**src/utx_pkg.sv**
```systemverilog
// Constants shared by the transmit endpoint controller and its buffer.
// Assumes a 50 MHz register clock and a 32-bit AHB-Lite register bus.
`default_nettype none
package utx_pkg;
	// Register byte offsets
	localparam logic [7:0] OFS_CTRL = 8'h00;
	localparam logic [7:0] OFS_GUARD = 8'h04;
	localparam logic [7:0] OFS_FIFO = 8'h08;
	localparam logic [7:0] OFS_STAT = 8'h0C;
	// Endpoint control field positions
	localparam int BIT_AUTO_READY = 31;
	localparam int BIT_ISO = 30;
	localparam int BIT_DIR_TX = 29;
	localparam int BIT_DMA_EN = 28;
	localparam int BIT_FORCE_TOG = 27;
	localparam int BIT_DMA_MODE = 26;
	localparam int BIT_TOG_WEN = 25;
	localparam int BIT_TOGGLE = 24;
	localparam int BIT_PKT_READY = 16;
	localparam int MAXP_W = 11;
	// Guard register field positions
	localparam int BIT_PHY_RST = 25;
	localparam int BIT_BUS_RST = 24;
	localparam int LS_LSB = 16;
	localparam int FS_LSB = 8;
	localparam int HS_LSB = 0;
	// Values after reset
	localparam logic [31:0] CTRL_RESET = 32'h0000_0000;
	localparam logic [31:0] GUARD_RESET = 32'h0072_7780;
	// Speed codes on the speed input
	localparam logic [1:0] SPD_LOW = 2'h0;
	localparam logic [1:0] SPD_FULL = 2'h1;
	localparam logic [1:0] SPD_HI = 2'h2;
	// Timing: clock period and guard steps in tenths of a nanosecond
	localparam int CLK_PERIOD_NS = 20;
	localparam int CLK_PERIOD_TNS = CLK_PERIOD_NS * 10;
	localparam int LS_STEP_TNS = 10670;
	localparam int FS_STEP_TNS = 5333;
	localparam int HS_STEP_TNS = 1333;
	// Frame and microframe lengths
	localparam int FRAME_NS = 1000000;
	localparam int UFRAME_NS = 125000;
	localparam int FRAME_CYC = FRAME_NS / CLK_PERIOD_NS;
	localparam int UFRAME_CYC = UFRAME_NS / CLK_PERIOD_NS;
	localparam int BYTES_PER_WORD = 4;
	localparam int BUF_DEPTH = 2;
endpackage
`default_nettype wire

```
**src/utx_buf.sv**
```systemverilog
// Two-entry buffer between the register-side writer and the link.
// Assumes the reader may hold out_ready low for any number of cycles.
`default_nettype none
module utx_buf #(
	parameter int WIDTH = 32,
	parameter int DEPTH = utx_pkg::BUF_DEPTH
) (
	input wire logic clk_i,
	input wire logic rst_i,
	input wire logic in_valid_i,
	input wire logic [WIDTH-1:0] in_data_i,
	output logic in_ready_o,
	output logic out_valid_o,
	output logic [WIDTH-1:0] out_data_o,
	input wire logic out_ready_i
);
	// Structure is a head register plus one spare entry; refuse anything else
	if (DEPTH != 2 || WIDTH < 1) begin : g_bad_cfg
		$error("utx_buf serves only DEPTH 2 and WIDTH above 0");
	end

	logic [WIDTH-1:0] spare; // Second entry, drains into the head
	logic spare_v;
	logic push;
	logic pop;

	// Ready only while the spare is free, so a stalled reader fills both entries
	assign in_ready_o = !spare_v;
	assign push = in_valid_i && !spare_v;
	assign pop = out_valid_o && out_ready_i;

	// Head entry, presented to the link
	always_ff @(posedge clk_i) begin
		if (rst_i) begin
			out_valid_o <= 1'b0;
			out_data_o <= '0;
		end else if (pop && spare_v) begin
			out_data_o <= spare;
		end else if (push && (pop || !out_valid_o)) begin
			out_valid_o <= 1'b1;
			out_data_o <= in_data_i;
		end else if (pop) begin
			out_valid_o <= 1'b0;
		end
	end

	// Spare entry, used only while the head is held
	always_ff @(posedge clk_i) begin
		if (rst_i) begin
			spare_v <= 1'b0;
			spare <= '0;
		end else if (pop && spare_v) begin
			spare_v <= 1'b0;
		end else if (push && out_valid_o && !pop) begin
			spare_v <= 1'b1;
			spare <= in_data_i;
		end
	end
endmodule
`default_nettype wire

```
**src/utx_ep_ctrl.sv**
```systemverilog
// Transmit endpoint control with frame-end guard timing, AHB-Lite slave.
// Assumes one 50 MHz clock, a synchronous link handshake and a sof pulse.
//
// Local design decisions: the placing of the registers and register access over AHB-Lite.
`default_nettype none
module utx_ep_ctrl #(
	parameter int FRAME_CYCLES = utx_pkg::FRAME_CYC,
	parameter int UFRAME_CYCLES = utx_pkg::UFRAME_CYC
) (
	input wire logic clk_i,
	input wire logic rst_i,
	// AHB-Lite slave
	input wire logic hsel_i,
	input wire logic [31:0] haddr_i,
	input wire logic [1:0] htrans_i,
	input wire logic hwrite_i,
	input wire logic [2:0] hsize_i,
	input wire logic [31:0] hwdata_i,
	input wire logic hready_i,
	output logic [31:0] hrdata_o,
	output logic hreadyout_o,
	output logic hresp_o,
	// Role and link state
	input wire logic host_mode_i,
	input wire logic [1:0] speed_i,
	input wire logic sof_i,
	input wire logic tx_done_i,
	// Packet words toward the link
	output logic [31:0] tx_data_o,
	output logic tx_valid_o,
	input wire logic tx_ready_i,
	// Endpoint state toward the packet engine
	output logic tx_packet_ready_o,
	output logic data_toggle_o,
	output logic iso_mode_o,
	output logic dir_tx_o,
	output logic dma_req_o,
	output logic guard_block_o,
	output logic phy_rst_o,
	output logic bus_rst_o
);
	if (FRAME_CYCLES < 2 || FRAME_CYCLES > 131071 || UFRAME_CYCLES < 2
			|| UFRAME_CYCLES > FRAME_CYCLES) begin : g_bad_frame
		$error("utx_ep_ctrl frame lengths out of range");
	end

	// Control fields
	logic auto_ready_enable;
	logic iso_sel; // Stored timed-transfer choice, masked by role
	logic dir_tx;
	logic dma_request_enable;
	logic dma_request_mode;
	logic toggle_write_enable;
	logic data_toggle_bit;
	logic tx_packet_ready;
	logic [utx_pkg::MAXP_W-1:0] tx_max_packet_size;
	logic force_pulse; // One cycle after a force-toggle write
	// Guard and soft reset fields
	logic phy_domain_reset;
	logic bus_domain_reset;
	logic [7:0] low_speed_frame_guard;
	logic [7:0] full_speed_frame_guard;
	logic [7:0] hi_speed_frame_guard;
	// Bus data phase state
	logic ph_valid;
	logic ph_write;
	logic [7:0] ph_addr;
	logic wr_en; // Register write completes this cycle
	logic fifo_push; // Word handed to the buffer
	logic buf_in_ready;
	// Packet accounting
	logic [12:0] byte_count;
	logic [12:0] next_byte_count;
	logic [16:0] frame_left;
	logic [31:0] rem_tns;
	logic [31:0] guard_tns;

	// Address phase capture; FIFO writes take at least one wait state
	always_ff @(posedge clk_i) begin
		if (rst_i) begin
			ph_valid <= 1'b0;
			ph_write <= 1'b0;
			ph_addr <= '0;
		end else if (hready_i && hsel_i && htrans_i[1]) begin
			ph_valid <= 1'b1;
			ph_write <= hwrite_i;
			ph_addr <= haddr_i[7:0];
		end else if (hready_i || fifo_push) begin
			ph_valid <= 1'b0;
		end
	end

	// Wait states on every FIFO write, held until the buffer takes the word
	always_ff @(posedge clk_i) begin
		if (rst_i) begin
			hreadyout_o <= 1'b1;
		end else if (hready_i && hsel_i && htrans_i[1] && hwrite_i
				&& haddr_i[7:0] == utx_pkg::OFS_FIFO) begin
			hreadyout_o <= 1'b0;
		end else if (fifo_push) begin
			hreadyout_o <= 1'b1;
		end
	end

	// Response is always OKAY; unmapped addresses read zero, writes dropped
	always_ff @(posedge clk_i) hresp_o <= 1'b0;

	assign wr_en = ph_valid && ph_write && hreadyout_o;
	assign fifo_push = ph_valid && ph_write && !hreadyout_o
			&& ph_addr == utx_pkg::OFS_FIFO && buf_in_ready;

	// Read data prepared at the address phase edge
	always_ff @(posedge clk_i) begin
		if (rst_i) begin
			hrdata_o <= '0;
		end else if (hready_i && hsel_i && htrans_i[1] && !hwrite_i) begin
			if (haddr_i[7:0] == utx_pkg::OFS_CTRL) begin
				hrdata_o <= '0;
				hrdata_o[utx_pkg::BIT_AUTO_READY] <= auto_ready_enable;
				hrdata_o[utx_pkg::BIT_ISO] <= iso_sel && !host_mode_i;
				hrdata_o[utx_pkg::BIT_DIR_TX] <= dir_tx;
				hrdata_o[utx_pkg::BIT_DMA_EN] <= dma_request_enable;
				hrdata_o[utx_pkg::BIT_DMA_MODE] <= dma_request_mode;
				hrdata_o[utx_pkg::BIT_TOG_WEN] <= toggle_write_enable;
				hrdata_o[utx_pkg::BIT_TOGGLE] <= data_toggle_bit;
				hrdata_o[utx_pkg::BIT_PKT_READY] <= tx_packet_ready;
				hrdata_o[utx_pkg::MAXP_W-1:0] <= tx_max_packet_size;
			end else if (haddr_i[7:0] == utx_pkg::OFS_GUARD) begin
				hrdata_o <= {6'h00, phy_domain_reset, bus_domain_reset,
						low_speed_frame_guard, full_speed_frame_guard,
						hi_speed_frame_guard};
			end else if (haddr_i[7:0] == utx_pkg::OFS_STAT) begin
				hrdata_o <= {12'h000, tx_valid_o, !buf_in_ready, guard_block_o,
						byte_count, 4'h0};
			end else begin
				hrdata_o <= '0;
			end
		end
	end

	// Endpoint configuration written by software
	always_ff @(posedge clk_i) begin
		if (rst_i) begin
			auto_ready_enable <= utx_pkg::CTRL_RESET[utx_pkg::BIT_AUTO_READY];
			iso_sel <= utx_pkg::CTRL_RESET[utx_pkg::BIT_ISO];
			dir_tx <= utx_pkg::CTRL_RESET[utx_pkg::BIT_DIR_TX];
			dma_request_enable <= utx_pkg::CTRL_RESET[utx_pkg::BIT_DMA_EN];
			dma_request_mode <= utx_pkg::CTRL_RESET[utx_pkg::BIT_DMA_MODE];
			toggle_write_enable <= utx_pkg::CTRL_RESET[utx_pkg::BIT_TOG_WEN];
			tx_max_packet_size <= utx_pkg::CTRL_RESET[utx_pkg::MAXP_W-1:0];
		end else if (wr_en && ph_addr == utx_pkg::OFS_CTRL) begin
			auto_ready_enable <= hwdata_i[utx_pkg::BIT_AUTO_READY];
			// Host role leaves the stored choice untouched
			if (!host_mode_i) begin
				iso_sel <= hwdata_i[utx_pkg::BIT_ISO];
			end
			dir_tx <= hwdata_i[utx_pkg::BIT_DIR_TX];
			dma_request_enable <= hwdata_i[utx_pkg::BIT_DMA_EN];
			// Ordering of mode against enable is left to software
			dma_request_mode <= hwdata_i[utx_pkg::BIT_DMA_MODE];
			toggle_write_enable <= hwdata_i[utx_pkg::BIT_TOG_WEN];
			tx_max_packet_size <= hwdata_i[utx_pkg::MAXP_W-1:0];
		end
	end

	// Force-toggle request lives one cycle and always reads back zero
	always_ff @(posedge clk_i) begin
		if (rst_i) begin
			force_pulse <= 1'b0;
		end else begin
			force_pulse <= wr_en && ph_addr == utx_pkg::OFS_CTRL
					&& hwdata_i[utx_pkg::BIT_FORCE_TOG];
		end
	end

	// Data toggle: flips on a sent packet or a force, written only in host role when enabled
	always_ff @(posedge clk_i) begin
		if (rst_i) begin
			data_toggle_bit <= utx_pkg::CTRL_RESET[utx_pkg::BIT_TOGGLE];
		end else if (force_pulse || tx_done_i) begin
			data_toggle_bit <= !data_toggle_bit;
		end else if (wr_en && ph_addr == utx_pkg::OFS_CTRL && host_mode_i
				&& toggle_write_enable) begin
			data_toggle_bit <= hwdata_i[utx_pkg::BIT_TOGGLE];
		end
	end

	// Byte count of the packet being loaded, saturating at the top
	always_comb begin
		next_byte_count = byte_count;
		if (fifo_push && byte_count < 13'h1FFC) begin
			next_byte_count = byte_count + 13'(utx_pkg::BYTES_PER_WORD);
		end
	end

	always_ff @(posedge clk_i) begin
		if (rst_i) begin
			byte_count <= '0;
		end else if (force_pulse || tx_done_i) begin
			byte_count <= '0;
		end else begin
			byte_count <= next_byte_count;
		end
	end

	// Packet ready: set by software or auto-ready, cleared by send or force.
	// A set arriving with a clear wins, so no packet is lost.
	always_ff @(posedge clk_i) begin
		if (rst_i) begin
			tx_packet_ready <= utx_pkg::CTRL_RESET[utx_pkg::BIT_PKT_READY];
		end else if (wr_en && ph_addr == utx_pkg::OFS_CTRL
				&& hwdata_i[utx_pkg::BIT_PKT_READY]) begin
			tx_packet_ready <= 1'b1;
		end else if (auto_ready_enable && fifo_push && tx_max_packet_size != '0
				&& next_byte_count >= {2'b00, tx_max_packet_size}) begin
			tx_packet_ready <= 1'b1;
		end else if (force_pulse || tx_done_i) begin
			tx_packet_ready <= 1'b0;
		end
	end

	// Guard intervals and soft resets
	always_ff @(posedge clk_i) begin
		if (rst_i) begin
			phy_domain_reset <= utx_pkg::GUARD_RESET[utx_pkg::BIT_PHY_RST];
			bus_domain_reset <= utx_pkg::GUARD_RESET[utx_pkg::BIT_BUS_RST];
			low_speed_frame_guard <= utx_pkg::GUARD_RESET[utx_pkg::LS_LSB +: 8];
			full_speed_frame_guard <= utx_pkg::GUARD_RESET[utx_pkg::FS_LSB +: 8];
			hi_speed_frame_guard <= utx_pkg::GUARD_RESET[utx_pkg::HS_LSB +: 8];
		end else if (wr_en && ph_addr == utx_pkg::OFS_GUARD) begin
			phy_domain_reset <= hwdata_i[utx_pkg::BIT_PHY_RST];
			bus_domain_reset <= hwdata_i[utx_pkg::BIT_BUS_RST];
			low_speed_frame_guard <= hwdata_i[utx_pkg::LS_LSB +: 8];
			full_speed_frame_guard <= hwdata_i[utx_pkg::FS_LSB +: 8];
			hi_speed_frame_guard <= hwdata_i[utx_pkg::HS_LSB +: 8];
		end
	end

	// Domain reset outputs follow their bits for as long as they are set
	always_ff @(posedge clk_i) begin
		if (rst_i) begin
			phy_rst_o <= 1'b0;
			bus_rst_o <= 1'b0;
		end else begin
			phy_rst_o <= phy_domain_reset;
			bus_rst_o <= bus_domain_reset;
		end
	end

	// Time left in the frame, reloaded at each start of frame
	always_ff @(posedge clk_i) begin
		if (rst_i) begin
			frame_left <= '0;
		end else if (sof_i) begin
			frame_left <= (speed_i == utx_pkg::SPD_HI) ? 17'(UFRAME_CYCLES - 1)
					: 17'(FRAME_CYCLES - 1);
		end else if (frame_left != '0) begin
			frame_left <= frame_left - 17'h00001;
		end
	end

	// Remaining time and guard window, both in tenths of a nanosecond
	always_comb begin
		rem_tns = 32'(frame_left) * 32'(utx_pkg::CLK_PERIOD_TNS);
		if (speed_i == utx_pkg::SPD_LOW) begin
			guard_tns = 32'(low_speed_frame_guard) * 32'(utx_pkg::LS_STEP_TNS);
		end else if (speed_i == utx_pkg::SPD_FULL) begin
			guard_tns = 32'(full_speed_frame_guard) * 32'(utx_pkg::FS_STEP_TNS);
		end else begin
			guard_tns = 32'(hi_speed_frame_guard) * 32'(utx_pkg::HS_STEP_TNS);
		end
	end

	// Block new transactions once the remainder drops below the window
	always_ff @(posedge clk_i) begin
		if (rst_i) begin
			guard_block_o <= 1'b0;
		end else begin
			guard_block_o <= rem_tns < guard_tns;
		end
	end

	// Endpoint state toward the packet engine
	always_ff @(posedge clk_i) begin
		if (rst_i) begin
			tx_packet_ready_o <= 1'b0;
			data_toggle_o <= 1'b0;
			iso_mode_o <= 1'b0;
			dir_tx_o <= 1'b0;
		end else begin
			tx_packet_ready_o <= tx_packet_ready;
			data_toggle_o <= data_toggle_bit;
			iso_mode_o <= iso_sel && !host_mode_i;
			dir_tx_o <= dir_tx;
		end
	end

	// DMA request: mode 0 asks whenever a word fits and no packet is ready, mode 1 only until full size
	always_ff @(posedge clk_i) begin
		if (rst_i) begin
			dma_req_o <= 1'b0;
		end else if (!dma_request_enable) begin
			dma_req_o <= 1'b0;
		end else if (dma_request_mode) begin
			dma_req_o <= buf_in_ready && !tx_packet_ready
					&& byte_count < {2'b00, tx_max_packet_size};
		end else begin
			dma_req_o <= buf_in_ready && !tx_packet_ready;
		end
	end

	// Packet words pass the buffer so a stalled link loses nothing
	utx_buf #(
		.WIDTH(32),
		.DEPTH(utx_pkg::BUF_DEPTH)
	) u_buf (
		.clk_i(clk_i),
		.rst_i(rst_i),
		.in_valid_i(fifo_push),
		.in_data_i(hwdata_i),
		.in_ready_o(buf_in_ready),
		.out_valid_o(tx_valid_o),
		.out_data_o(tx_data_o),
		.out_ready_i(tx_ready_i)
	);
endmodule
`default_nettype wire

```
**config.mk**
```make
export PLATFORM = sky130hd
export DESIGN_NAME = utx_ep_ctrl
export DESIGN_NICKNAME = d
export VERILOG_FILES = /design/src/utx_pkg.sv /design/src/utx_buf.sv /design/src/utx_ep_ctrl.sv
export SDC_FILE = /design/constraint.sdc
export NUM_CORES = 1
export LEC_CHECK = 0
export BUFFER_PORTS_ARGS = -buffer_cell sky130_fd_sc_hd__buf_4
export CAP_MARGIN = 20
export CORE_MARGIN = 4
export CORE_UTILIZATION = 30
export CTS_CLUSTER_SIZE = 10
export DETAILED_ROUTE_END_ITERATION = 8
export PLACE_DENSITY_LB_ADDON = 0.2
export SYNTH_ARGS = -nofsm -noshare
export SYNTH_HDL_FRONTEND = slang
export SYNTH_SLANG_ARGS = --single-unit
```
**constraint.sdc**
```tcl
create_clock -name clk_i -period 16.25 [get_ports clk_i]
set_input_delay 0.8125 -clock clk_i [delete_from_list [all_inputs] [get_ports clk_i]]
set_output_delay 0.8125 -clock clk_i [all_outputs]
set_load 0.01 [all_outputs]
```
==> parameters.txt <==
Parameter                              Value

Worst setup path
  Crit-path max FO ... 8
  Logic depth of the worst register-to-register path ... 26
  Required time of the critical path ... roughly 17 ns
  Kind of critical path ... reg -> reg
  Data arrival time of the worst path ... 6.71 ns
  Critical path startpoint category ... flip-flop
  Type of destination of the critical path ... flip-flop

Clock tree
  Max Buffers Root-to-Sink ... 2
  Post-CTS setup-driven buffer insertion count ... 0
  Cts-stage hold buffer count ... 0
  Clock Pin Slew Worst Setup and Hold Paths ... 0.09 ns
  Number of levels in the clock H-tree ... 4
  TritonCTS clock tree ... yes
  Skew-Pair Late Insertion Delay ... slightly below 0.5 ns
  Inserted Clock Buffers ... 17
  TritonCTS Sinks ... 190
  Root cell of the clock tree ... sky130_fd_sc_hd__clkbuf_16
  Number of resized instances in the post-cts repair step ... 0

Place
  Final weighted congestion in routability-driven placement ... ~0.84
  Dpl hpwl ... around 35000 µm
  Worst setup slack before clock tree synthesis ... 9.97 ns
  IO buf count ... around 120

Timing
  Hold Fails Final Rpt ... 0
  Post-route setup slack ... a little under 10 ns
  Setup repair after global routing missed its margin ... no
  Final clock period utilization by the worst path ... 38.8%
  Max-slew violation total from the final report ... 0
  Total negative slack ... 0 ns
  Maximum achievable frequency ... around 160 MHz
  Transition time at the pin with the least slew margin ... between 1 and 1.5 ns
  Final setup fails ... 0
  Worst-case clock skew ... between 0.01 and 0.015 ns
  Min Clock Period, post-route ... around 6.3 ns
  Headroom to the max-slew limit ... between 30% and 40%

Finish
  Multi-input gate area in the final layout ... around 11000 µm²
  Filler Cells Inserted ... ~5400
  Number of antenna repair diodes ... 0
  Seq. cell area ... between 3000 and 4000 µm²
  Layout cell share with drive strength beyond 1 ... between 10% and 20%
  Nets ... between 2000 and 2500
  Signed area change from the synthesized netlist to the final layout ... 13.9%

Die
  Initial Util ... between 30% and 40%
  Die Ht ... roughly 240 µm
  IO Count ... roughly 160
  Die Span X ... between 200 and 250 µm
  Row count ... between 80 and 90
  Total Die Area ... 55500 µm²
  Core ar. ... ~50000 µm²

Drt
  Avg Vias per Cell ... roughly 5
  1st-iter DRT viols ... 474
  DRC Markers ... 0
  Antenna viol nets, final ... 0
  Average detailed-routed wire length per instance ... ~17 µm
  Total Wirelength ... between 40000 and 50000 µm
  Via total after detailed routing ... about 13000
  Detailed Routing Iterations Pass 1 ... 5

Outcome
  Result of the run ... completed

Yosys
  Dominant synthesized flop cell ... sky130_fd_sc_hd__dfxtp_1
  Mapped Area ... 15500 µm²
  Synthesized flop and latch total ... 190
  Synth unique cells ... 69
  FFs w/ async S/R, synth ... 0%
  Total of warnings raised by yosys ... 0
  Sequential-to-total area share from yosys stat ... 24.5%
  Count of flip-flops with a built-in enable after synthesis ... 0
  Post-Syn Area per Cell ... 8.55 µm²
  Count of mapped cells out of synthesis ... 1818

GRT
  Initial antenna violation count ... 0
  Overall routing resource usage ... 15.8%
  Maximum number of pins on one net before global-route repair ... 74
  Wire length of the first global-routing pass ... roughly 70000 µm
  Via count of the first global-routing pass ... around 13000
  Overflow left after global routing ... 0

Min path
  Worst hold stages ... 2
  Type of the tightest min-delay check ... reg -> reg

Power and ir drop
  Total leakage power ... a little over 8 nW
  Largest voltage drop on the vdd net ... between 0.09 and 0.1 mV
  Power Dens Cells ... between 60 and 70 nW/µm²

Run
  Max cap viols ... 0
[layout by cell type (no fill, tap or decap), types with 5 or more instances in the layout]
cell	synthesis	layout
sky130_fd_sc_hd__o21ai_0	65	65
sky130_fd_sc_hd__and3_1	5	5
sky130_fd_sc_hd__nor3_1	27	27
sky130_fd_sc_hd__a221oi_1	7	7
sky130_fd_sc_hd__mux2i_1	45	45
sky130_fd_sc_hd__ha_1	273	273
sky130_fd_sc_hd__a31oi_1	14	14
sky130_fd_sc_hd__nand4_1	14	14
sky130_fd_sc_hd__nand2_1	233	233
sky130_fd_sc_hd__nand3b_1	12	12
sky130_fd_sc_hd__a22o_1	8	8
sky130_fd_sc_hd__nor2b_1	24	23
sky130_fd_sc_hd__a21oi_1	146	146
sky130_fd_sc_hd__mux2_2	6	6
sky130_fd_sc_hd__nor4_1	5	5
sky130_fd_sc_hd__nand3_1	34	33
sky130_fd_sc_hd__a211oi_1	46	46
sky130_fd_sc_hd__o211ai_1	6	6
sky130_fd_sc_hd__nor2_1	119	119
sky130_fd_sc_hd__inv_1	182	182
sky130_fd_sc_hd__dfxtp_1	190	190
sky130_fd_sc_hd__or3_1	6	6
sky130_fd_sc_hd__xnor2_1	45	45
sky130_fd_sc_hd__nand2b_1	11	11
sky130_fd_sc_hd__clkbuf_16	0	17
sky130_fd_sc_hd__o21a_1	15	15
sky130_fd_sc_hd__fa_1	67	67
sky130_fd_sc_hd__buf_4	3	133
sky130_fd_sc_hd__xor2_1	28	28
sky130_fd_sc_hd__or2_2	10	10
sky130_fd_sc_hd__a22oi_1	10	10
sky130_fd_sc_hd__and2_1	6	6
sky130_fd_sc_hd__a21o_1	27	27
sky130_fd_sc_hd__a211o_1	9	9
[cells by family (layout without fill, tap and decap cells)]
family | after synthesis | count (layout) | share of synthesized area (%)
and+or+nand+nor | 528 | 528 | 15.6
DFF | 190 | 190 | 24.5
muxes | 51 | 51 | 3.33
AOI/OAI and AO/OA | 382 | 382 | 15.4
other | 1 | 2 | 0.0241
buffers and inverters | 253 | 348 | 6.40
adders and majority gates | 340 | 340 | 30.6
xor gates and xnor gates | 73 | 73 | 4.11
[worst max-delay path: stages (launching register included)]
cell and delay (ns):
sky130_fd_sc_hd__dfxtp_1 0.45, sky130_fd_sc_hd__fa_1 0.58, sky130_fd_sc_hd__inv_1 0.05, sky130_fd_sc_hd__fa_1 0.47, sky130_fd_sc_hd__inv_1 0.05, sky130_fd_sc_hd__fa_1 0.53, sky130_fd_sc_hd__inv_1 0.06, sky130_fd_sc_hd__fa_1 0.52
sky130_fd_sc_hd__inv_1 0.04, sky130_fd_sc_hd__ha_1 0.40, sky130_fd_sc_hd__a211oi_1 0.37, sky130_fd_sc_hd__o31ai_1 0.13, sky130_fd_sc_hd__a211oi_1 0.23, sky130_fd_sc_hd__o21ba_2 0.16, sky130_fd_sc_hd__xnor2_1 0.13, sky130_fd_sc_hd__nor2_1 0.06
sky130_fd_sc_hd__a21oi_1 0.11, sky130_fd_sc_hd__o21ai_0 0.09, sky130_fd_sc_hd__ha_1 0.31, sky130_fd_sc_hd__a21o_1 0.18, sky130_fd_sc_hd__a211oi_1 0.24, sky130_fd_sc_hd__o21ai_0 0.12, sky130_fd_sc_hd__o21a_1 0.23, sky130_fd_sc_hd__o211ai_1 0.18
sky130_fd_sc_hd__a21o_1 0.15, sky130_fd_sc_hd__o311ai_0 0.15, sky130_fd_sc_hd__nor4b_1 0.24
[cells in the mapped netlist (7+ instances only)]
cell type,n,share of area (%)
sky130_fd_sc_hd__a211o_1,9,0.51
sky130_fd_sc_hd__a211oi_1,46,2.2
sky130_fd_sc_hd__a21o_1,27,1.3
sky130_fd_sc_hd__a21oi_1,146,4.7
sky130_fd_sc_hd__a221oi_1,7,0.39
sky130_fd_sc_hd__a22o_1,8,0.45
sky130_fd_sc_hd__a22oi_1,10,0.48
sky130_fd_sc_hd__a31oi_1,14,0.56
sky130_fd_sc_hd__clkbuf_1,58,1.4
sky130_fd_sc_hd__dfxtp_1,190,24
sky130_fd_sc_hd__fa_1,67,8.6
sky130_fd_sc_hd__ha_1,273,22
sky130_fd_sc_hd__inv_1,182,4.4
sky130_fd_sc_hd__mux2i_1,45,2.9
sky130_fd_sc_hd__nand2_1,233,5.6
sky130_fd_sc_hd__nand2b_1,11,0.44
sky130_fd_sc_hd__nand3_1,34,1.1
sky130_fd_sc_hd__nand3b_1,12,0.58
sky130_fd_sc_hd__nand4_1,14,0.56
sky130_fd_sc_hd__nor2_1,119,2.9
sky130_fd_sc_hd__nor2b_1,24,0.97
sky130_fd_sc_hd__nor3_1,27,0.87
sky130_fd_sc_hd__o21a_1,15,0.72
sky130_fd_sc_hd__o21ai_0,65,2.1
sky130_fd_sc_hd__or2_2,10,0.40
sky130_fd_sc_hd__xnor2_1,45,2.5
sky130_fd_sc_hd__xor2_1,28,1.6
[sequential cells by signal (all words and copies together) (netlist names), 11 cells and up]
register,flops
u_buf.spare,32
u_buf.out_data_o,32
tx_max_packet_size,11
byte_count,11
hrdata_o,31
frame_left,17
[path summary, 6_finish.rpt]
| path | startpoint | end | slack [ns] |
|---|---|---|---|
| worst max-delay path | low_speed_frame_guard[5] | guard_block_o | 9.94 |
| worst min-delay path | u_buf.spare[9] | u_buf.spare[9] | 0.45 |
| worst max register to register | low_speed_frame_guard[5] | guard_block_o | 9.94 |
| worst min register to register | u_buf.spare[9] | u_buf.spare[9] | 0.45 |
[stage by stage]
| stage | power [mW] | hold slack, ns | cell area, µm² | std cells | utilization, % |
|---|---|---|---|---|---|
| after global routing | 1.16 | 0.473 | 17700 | 2594 | 34.5 |
| after CTS | 1.12 | 0.454 | 17700 | 2594 | 34.5 |
| after floorplan | 0.618 | 0.431 | 15500 | 1819 | - |
| after global placement | 0.673 | 0.437 | 17100 | 2562 | 33.4 |
| final | 1.10 | 0.451 | 17700 | 2594 | 34.5 |
| after detailed placement | 0.674 | 0.444 | 17100 | 2563 | 33.4 |
[power by group]
part           total (mW)  internal (mW)  switching, mW
registers           0.478          0.471        0.00752
clock network       0.435          0.207          0.229
logic               0.184         0.0784          0.106
total                1.10          0.756          0.342
[layout make-up]
cell class,count,area share (%)
Inverter,182,3.86
Sequential cell,190,21.5
Timing Repair Buffer,135,5.73
Clock inverter,14,0.919
Multi-Input combinational cell,1376,60.8
Clock buffer,17,2.40
Tap cell,680,4.81
[layer usage]
metal	wire length (µm)	share of wire, %	track usage [%]	vias to the layer above
met5	0	0	0	-
met4	869	2.0	4.24	0
met3	1850	4.2	3.92	41
met2	20100	46	25.3	172
met1	21200	48	21.3	5992
li1	-	-	-	6429
No activity file was read; power rests on OpenSTA's default activity.
